<file path="src/dsl_pkg.sv">
// Shared constants and types of the serial channel loader.
// Assumes a single 200 MHz system clock; all pins are sampled in that domain.
package dsl_pkg;

  // ****************************************************************
  // Word layout
  // ****************************************************************
  localparam int NUM_CHAN = 32;
  localparam int ADDR_BITS = 5;
  localparam int CODE_BITS = 14;
  localparam int WORD_BITS = ADDR_BITS + CODE_BITS;
  localparam int SHIFT_BITS = WORD_BITS - 1;
  localparam int CNT_BITS = 5;
  // Address field sits above the code field in the received word
  localparam int ADDR_MSB = WORD_BITS - 1;
  localparam int ADDR_LSB = CODE_BITS;
  localparam int CODE_MSB = CODE_BITS - 1;

  // ****************************************************************
  // Counts and reset values
  // ****************************************************************
  localparam logic [CNT_BITS-1:0] CNT_ZERO = 5'h00;
  localparam logic [CNT_BITS-1:0] CNT_ONE = 5'h01;
  // Index of the final bit of a frame (nineteenth bit)
  localparam logic [CNT_BITS-1:0] CNT_LAST = 5'h12;
  localparam logic [CODE_BITS-1:0] CODE_RESET = 14'h0000;
  localparam logic [SHIFT_BITS-1:0] SHIFT_RESET = 18'h0_0000;
  localparam logic [ADDR_BITS-1:0] ADDR_RESET = 5'h00;

  // ****************************************************************
  // Pin synchroniser lanes
  // ****************************************************************
  localparam int NUM_PINS = 4;
  localparam int PIN_FS = 0;
  localparam int PIN_SCLK = 1;
  localparam int PIN_DATA = 2;
  localparam int PIN_RST = 3;
  // Pulled-up pins idle high
  localparam logic [NUM_PINS-1:0] PIN_IDLE = 4'hF;

  typedef logic [CODE_BITS-1:0] dsl_code_t;
  typedef logic [ADDR_BITS-1:0] dsl_addr_t;
  typedef enum logic {ST_IDLE, ST_SHIFT} dsl_state_t;

endpackage : dsl_pkg

</file>
<file path="src/dsl_wr_if.sv">
// Write port between the frame decoder and the channel register bank.
// Assumes both ends run on the same system clock.
`timescale 1ns/10ps
interface dsl_wr_if;
  import dsl_pkg::*;
  logic wr_en;
  dsl_addr_t addr;
  dsl_code_t code;
  logic clear;
  modport ctrl (output wr_en, output addr, output code, output clear);
  modport bank (input wr_en, input addr, input code, input clear);
endinterface : dsl_wr_if

</file>
<file path="src/dsl_chan_bank.sv">
// Bank of channel code registers, one per converter channel.
// Assumes writes come from the frame decoder on the same clock.
`timescale 1ns/10ps
module dsl_chan_bank
  import dsl_pkg::*;
(
  // Clock and reset
  input wire logic ref_clk,
  input wire logic rst_n,
  // Write port
  dsl_wr_if.bank wr,
  // Channel codes, each straight from its register
  output dsl_code_t chan_code [NUM_CHAN]
);

  // ****************************************************************
  // Per-channel registers
  // ****************************************************************
  genvar gi;
  generate
    for (gi = 0; gi < NUM_CHAN; gi++) begin : g_chan
      logic hit;
      dsl_code_t code_q;
      // Address decode for this entry
      assign hit = wr.wr_en && (wr.addr == ADDR_BITS'(gi));
      // Zero on either reset; clear outranks a write in the same cycle
      always_ff @(posedge ref_clk) begin
        if (!rst_n || wr.clear) begin
          code_q <= CODE_RESET;
        end else if (hit) begin
          code_q <= wr.code;
        end
      end
      assign chan_code[gi] = code_q;
    end
  endgenerate
endmodule : dsl_chan_bank

</file>
<file path="src/dsl_serial_loader.sv">
// Three-wire write-only serial loader for a 32-channel 14-bit converter.
// Assumes frame sync, serial clock, data and reset arrive as raw pins,
// asynchronous to ref_clk and much slower than it (serial clock <= ~30 MHz
// needs ref_clk well above four times that rate for clean edge finding).
`timescale 1ns/10ps

// How it works
// - Low frame sync opens a frame; bits taken on serial clock falling edges.
// - Each serial clock falling edge inside a frame shifts the data pin into the shift register.
// - A word is 19 bits, MSB first: five address bits, fourteen code bits.
// - Five address bits pick one of 32 channels, first bit is address MSB.
// - The fourteen code bits go into the addressed channel register.
// - Channel register loads only after all nineteen bits have arrived.
// - Code is unsigned straight binary from 0 to 16383.
// - All channel registers start at zero after power-on.
// - Reset pin low zeroes channels, counter and every other register except the pin synchronisers.
// - Works with a free-running or a gated serial clock.
// - Frame sync falling edge clears the bit counter.
// - Frame sync edges are ignored while a frame is still counting.
// - After nineteen bits, serial clock edges are ignored until a new frame.
// - Clock, data and reset pins idle high when left floating.
module dsl_serial_loader
  import dsl_pkg::*;
(
  // System clock and reset
  input wire logic ref_clk,
  input wire logic rst_n,
  // Serial pins from the host
  input wire logic frame_sync_n,
  input wire logic serial_clk,
  input wire logic serial_data,
  input wire logic reset_pin_n,
  // Channel outputs
  output dsl_code_t chan_code [NUM_CHAN],
  // Load indication
  output logic load_pulse,
  output dsl_addr_t load_channel
);

  // ****************************************************************
  // Pin synchronisers
  // ****************************************************************
  logic [NUM_PINS-1:0] pin_raw;
  logic [NUM_PINS-1:0] pin_s1;
  logic [NUM_PINS-1:0] pin_s2;
  logic [NUM_PINS-1:0] pin_s3;

  // Pins gathered into lanes
  assign pin_raw[PIN_FS] = frame_sync_n;
  assign pin_raw[PIN_SCLK] = serial_clk;
  assign pin_raw[PIN_DATA] = serial_data;
  assign pin_raw[PIN_RST] = reset_pin_n;

  // Two flops per pin, a third for edge finding; idle high like the pull-ups
  genvar gp;
  generate
    for (gp = 0; gp < NUM_PINS; gp++) begin : g_sync
      always_ff @(posedge ref_clk) begin
        if (!rst_n) begin
          pin_s1[gp] <= PIN_IDLE[gp];
          pin_s2[gp] <= PIN_IDLE[gp];
          pin_s3[gp] <= PIN_IDLE[gp];
        end else begin
          pin_s1[gp] <= pin_raw[gp];
          pin_s2[gp] <= pin_s1[gp];
          pin_s3[gp] <= pin_s2[gp];
        end
      end
    end
  endgenerate

  // ****************************************************************
  // Edge detection
  // ****************************************************************
  logic fs_fall;
  logic fs_rise;
  logic sclk_fall;
  logic din;
  logic pin_clear;
  logic clr;

  // Only the second and third stages are looked at
  assign fs_fall = pin_s3[PIN_FS] & ~pin_s2[PIN_FS];
  assign fs_rise = ~pin_s3[PIN_FS] & pin_s2[PIN_FS];
  // Falling edge only, whether the clock runs freely or in bursts
  assign sclk_fall = pin_s3[PIN_SCLK] & ~pin_s2[PIN_SCLK];
  // Data travels the same depth as the clock, so it lines up with its edge
  assign din = pin_s2[PIN_DATA];
  // Reset pin acts like the system reset on every register except the pin synchronisers
  assign pin_clear = ~pin_s2[PIN_RST];
  assign clr = !rst_n || pin_clear;

  // ****************************************************************
  // Frame decoder
  // ****************************************************************
  dsl_state_t state;
  dsl_state_t next_state;
  logic [CNT_BITS-1:0] bit_count;
  logic [CNT_BITS-1:0] next_count;
  logic [SHIFT_BITS-1:0] shift_reg;
  logic [SHIFT_BITS-1:0] next_shift;
  logic [WORD_BITS-1:0] next_word;
  logic start_frame;
  logic take_bit;
  logic last_bit;

  // A frame only opens from idle: sync edges inside a frame fall through
  assign start_frame = (state == ST_IDLE) && fs_fall;
  // Bits are taken only while counting; idle ignores the serial clock
  assign take_bit = (state == ST_SHIFT) && sclk_fall;
  assign last_bit = take_bit && (bit_count == CNT_LAST);
  // Newest bit enters at the bottom, so the first bit ends up as MSB
  assign next_word = {shift_reg, din};

  // Next bit count: cleared on frame start, stepped per bit taken
  assign next_count = start_frame ? CNT_ZERO :
                      take_bit ? (bit_count + CNT_ONE) : bit_count;

  // Next shift contents
  assign next_shift = start_frame ? SHIFT_RESET :
                      take_bit ? next_word[SHIFT_BITS-1:0] : shift_reg;

  // Sync rising early changes nothing; the frame ends on bit count alone
  always_comb begin
    next_state = state;
    case (state)
      ST_IDLE: begin
        if (start_frame) begin
          next_state = ST_SHIFT;
        end
      end
      ST_SHIFT: begin
        if (last_bit) begin
          next_state = ST_IDLE;
        end
      end
      default: begin
        next_state = ST_IDLE;
      end
    endcase
  end

  // Decoder registers
  always_ff @(posedge ref_clk) begin
    if (clr) begin
      state <= ST_IDLE;
      bit_count <= CNT_ZERO;
      shift_reg <= SHIFT_RESET;
    end else begin
      state <= next_state;
      bit_count <= next_count;
      shift_reg <= next_shift;
    end
  end

  // ****************************************************************
  // Channel write
  // ****************************************************************
  dsl_wr_if wr ();

  // Write fires once per full word; code kept as plain unsigned bits
  always_ff @(posedge ref_clk) begin
    if (clr) begin
      wr.wr_en <= 1'b0;
      wr.addr <= ADDR_RESET;
      wr.code <= CODE_RESET;
    end else begin
      wr.wr_en <= last_bit;
      wr.addr <= next_word[ADDR_MSB:ADDR_LSB];
      wr.code <= next_word[CODE_MSB:0];
    end
  end
  assign wr.clear = pin_clear;

  // Load indication lines up with the channel register change
  always_ff @(posedge ref_clk) begin
    if (clr) begin
      load_pulse <= 1'b0;
      load_channel <= ADDR_RESET;
    end else begin
      load_pulse <= wr.wr_en;
      load_channel <= wr.addr;
    end
  end

  // Register bank
  dsl_chan_bank u_bank (
    .ref_clk (ref_clk),
    .rst_n (rst_n),
    .wr (wr),
    .chan_code (chan_code)
  );
endmodule : dsl_serial_loader

</file>
<file path="config.mk">
export PLATFORM = sky130hd
export DESIGN_NAME = dsl_serial_loader
export DESIGN_NICKNAME = d
export VERILOG_FILES = /design/src/dsl_pkg.sv /design/src/dsl_wr_if.sv /design/src/dsl_chan_bank.sv /design/src/dsl_serial_loader.sv
export SDC_FILE = /design/constraint.sdc
export NUM_CORES = 1
export LEC_CHECK = 0
export BUFFER_PORTS_ARGS = -buffer_cell sky130_fd_sc_hd__buf_2
export CORE_ASPECT_RATIO = 1.25
export CORE_UTILIZATION = 30
export CTS_CLUSTER_SIZE = 12
export DETAILED_ROUTE_END_ITERATION = 7
export GPL_TIMING_DRIVEN = 0
export MAX_ROUTING_LAYER = met4
export SLEW_MARGIN = 40
export SYNTH_ARGS = -nofsm -noshare
export SYNTH_HDL_FRONTEND = slang
export SYNTH_HIERARCHICAL = 1
export SYNTH_SLANG_ARGS = --single-unit
</file>
<file path="constraint.sdc">
create_clock -name ref_clk -period 2.3 [get_ports ref_clk]
set_clock_uncertainty 0.05 [all_clocks]
set_input_delay 0.115 -clock ref_clk [delete_from_list [all_inputs] [get_ports ref_clk]]
set_output_delay 0.115 -clock ref_clk [all_outputs]
set_load 0.05 [all_outputs]
</file>
==> impl_results.md <==
- Clock Pin Slew Worst Setup and Hold Paths: 0.05 ns
- Drt wl/cell: 20.8 µm
- Post-Syn Instances: 1730
- Hold-critical path depth: 3
- First-pass GRT wire length: 92500 µm
- PnR worst setup slack: 0.232 ns
- Crit-path cells: inv_1 -> nor2b_1 -> buf_2 -> nand2_1 -> clkbuf_2 -> mux2i_1
- R2R depth: 6
- Run status: completed
- Number of inserted diodes: 0
- Vias in the first global route: 14400
- DP HPWL: 45000 µm
- RSZ-0062 raised after global routing: false
- Nets@finish: 2258
- Fmax: 483 MHz
- Syn Area/Cell: 10.6 µm²
- Crit path DAT: 2.51 ns
- Die area: 61900 µm²
- Hold EP: pin_s1[1]
- Clock buffer depth: 3
- Register area share after synthesis: 55.6%
- Max VDD drop: 575 µV
- Post-route ant nets: 0
- Initial DRC count: 563
- Max cap viols: 0
- GR Util All Layers: 20.6%
- Start point of the worst hold path: serial_clk
- Lkg Pwr: 13.0 nW
- Critical-path top delay cell: dfxtp_2
- TNS Setup: 0 ns
- CTS root buf: clkbuf_16
- DRC Markers: 0
- Via count: 14000
- Slew @ Worst Pin: 0.726 ns
- CP required: 2.75 ns
- Critical-path maximum fanout: 18
- Clk sink count: 508
- Power Density: 745 nW/µm²
- Core Region: 59900 µm²
- CTS HTree Levels: 2
- Clk Latency, worst-skew pair: 0.59 ns
- Placer's final routability congestion estimate: 0.812
- Post-route cell area: 23300 µm²
- Largest net degree at the start of global routing: 14
- Fill cells: 5936
- DP Area: 21600 µm²
- Number of port buffers: 459
- Setup repair bufs after CTS: 0
- Final Hold Fails: 0
- Setup slack, reg-to-reg: 0.23 ns
- Slew Viols, Final: 0
- Async SR Flop Fraction: 0%
- Syn_nets: 1738
- Overflow left after global routing: 0
- #FFs+latches synth: 508
- WS Path Type: reg -> reg
- Final number of setup-violating endpoints: 0
- Hold Crit Class: in -> reg
- Starting Density: 30.5%
- Main flop type after synthesis: dfxtp_1
- CP endpoint kind: flop
- WL final: 63200 µm
- Period utilization: 89.9%
- Setup Slack @ Placement: -0.303 ns
- EDFF count, synth: 0
- Library cells used by synthesis: 37
- Site row count: 100
- Max reg flops: 448
- Worst r2r src: pin_s2[3]
- Layout Area Growth over Synthesis: 27.5%
- Relative slew slack: 51.6%
- I/O pin count: 460
- CP peak stage delay: 0.50 ns
- Die W: 223 µm
- Pre-antenna DRT Iters: 5
- Startpoint Class: flop
- Via/cell ratio: 4.61
- Cell Area, Synth: 18300 µm²
- Synth warn: 6
- Min Tclk post-route: 2.07 ns
- Initial antenna violation count: 1
- TritonCTS clock tree: built
- CTS buffer count: 53
- Share of cells above drive strength 1: 31.2%
- Die Ht: 278 µm
- Crit Reg-Reg Endpoint: u_bank/g_chan[1].code_q[7]
- PnR Total Power: 17.4 mW
[final cells by class]
| type | instances | area, µm² | area share [%] |
|---|---|---|---|
| buffer | 145 | 966 | 4.14 |
| clock buffer | 70 | 1470 | 6.31 |
| clock inverter | 13 | 156 | 0.671 |
| inverter | 5 | 18.8 | 0.0805 |
| multi-input combinational | 1071 | 7200 | 30.9 |
| sequential | 508 | 10200 | 43.6 |
| tap | 765 | 957 | 4.11 |
| timing repair buffer | 466 | 2370 | 10.2 |
[worst max-delay path by stage]
| stage | endpoint | depth (start not counted) | startpoint |
|---|---|---|---|
| after detailed placement | u_bank/g_chan[18].code_q[12] | 7 | pin_s2[3] |
| after floorplan | u_bank/g_chan[18].code_q[10] | 8 | pin_s2[3] |
| final | u_bank/g_chan[1].code_q[7] | 6 | pin_s2[3] |
| after global routing | u_bank/g_chan[4].code_q[3] | 7 | pin_s2[3] |
| after global placement | u_bank/g_chan[21].code_q[3] | 7 | pin_s2[3] |
| after CTS | u_bank/g_chan[8].code_q[13] | 7 | pin_s2[3] |
[critical path, delay by kind of cell (launching register included)]
kind,cells,cell delay [ns]
buf+inv,3,0.74
flops,1,0.50
mux,1,0.27
simple gates,2,0.40
[power breakdown]
group          total, mW  internal (mW)  switching (mW)
registers           8.82           8.81         0.00736
clock network       8.25           4.77            3.48
logic              0.308         0.0701           0.238
[timing repair]
action,in CTS,in global routing
hold buffers,7,0
hold endpoints to repair,13,0
resized for setup,36,3
pin swaps,0,0
setup endpoints to repair,442,443
[cell usage in the layout (no fill, tap or decap), drive strengths merged]
cell,count
dfxtp,508
nand3b,1
clkbuf,122
or3,3
nand3,2
clkinvlp,2
a21oi,23
ha,2
o21ai,3
and3,25
and4bb,3
and4,1
a31o,1
a211oi,1
and2,2
bufinv,3
mux2i,448
dlygate4sd3,7
clkinv,6
nor4bb,1
inv,7
and3b,1
nor2,3
and4b,3
or2b,5
buf,552
nor3b,1
nor2b,3
nand2b,4
nand2,534
nor4b,1
[cells in the mapped netlist (2+ instances only)]
cell      instances  area, µm²
dfxtp_1         508      10200
nand2_1         502       1880
mux2i_1         448       4480
clkbuf_1         53        199
buf_2            48        240
buf_6            31        349
nand2_2          31        194
and3_1           25        156
a21oi_1          23        115
buf_4             9       67.6
inv_1             5       18.8
or2b_1            5       37.5
nand2b_1          4       25.0
and4b_1           3       30.0
buf_1             3       11.3
nor2b_1           3       18.8
o21ai_0           3       15.0
or3_1             3       18.8
and4bb_2          2       25.0
ha_1              2       25.0
nand3_1           2       10.0
nor2_1            2       7.51
[metal layers]
metal  vias up  GRT usage (%)  routed length (µm)
li1       6713              -                   -
met1      6765           23.3               25900
met2       411           35.0               31300
met3       135           4.35                3360
met4         0           8.68                2660
met5         -              -                   0
[per-stage QoR]
stage | std cells | util, % | hold WS, ns
after floorplan | 1730 | - | 0.161
final | 3043 | 38.9 | 0.196
after detailed placement | 2954 | 36.0 | 0.252
after CTS | 3044 | 38.9 | 0.174
after global placement | 2954 | 35.9 | 0.251
after global routing | 3043 | 38.9 | 0.206
[cell families after synthesis]
| logic type | share of synthesized area [%] |
|---|---|
| and+or+nand+nor | 13.9 |
| adders and majority gates | 0.137 |
| buffers and inverters | 4.97 |
| AOI/OAI and AO/OA | 0.849 |
| DFF | 55.6 |
| muxes | 24.5 |
No activity file was read; power rests on OpenSTA's default activity.
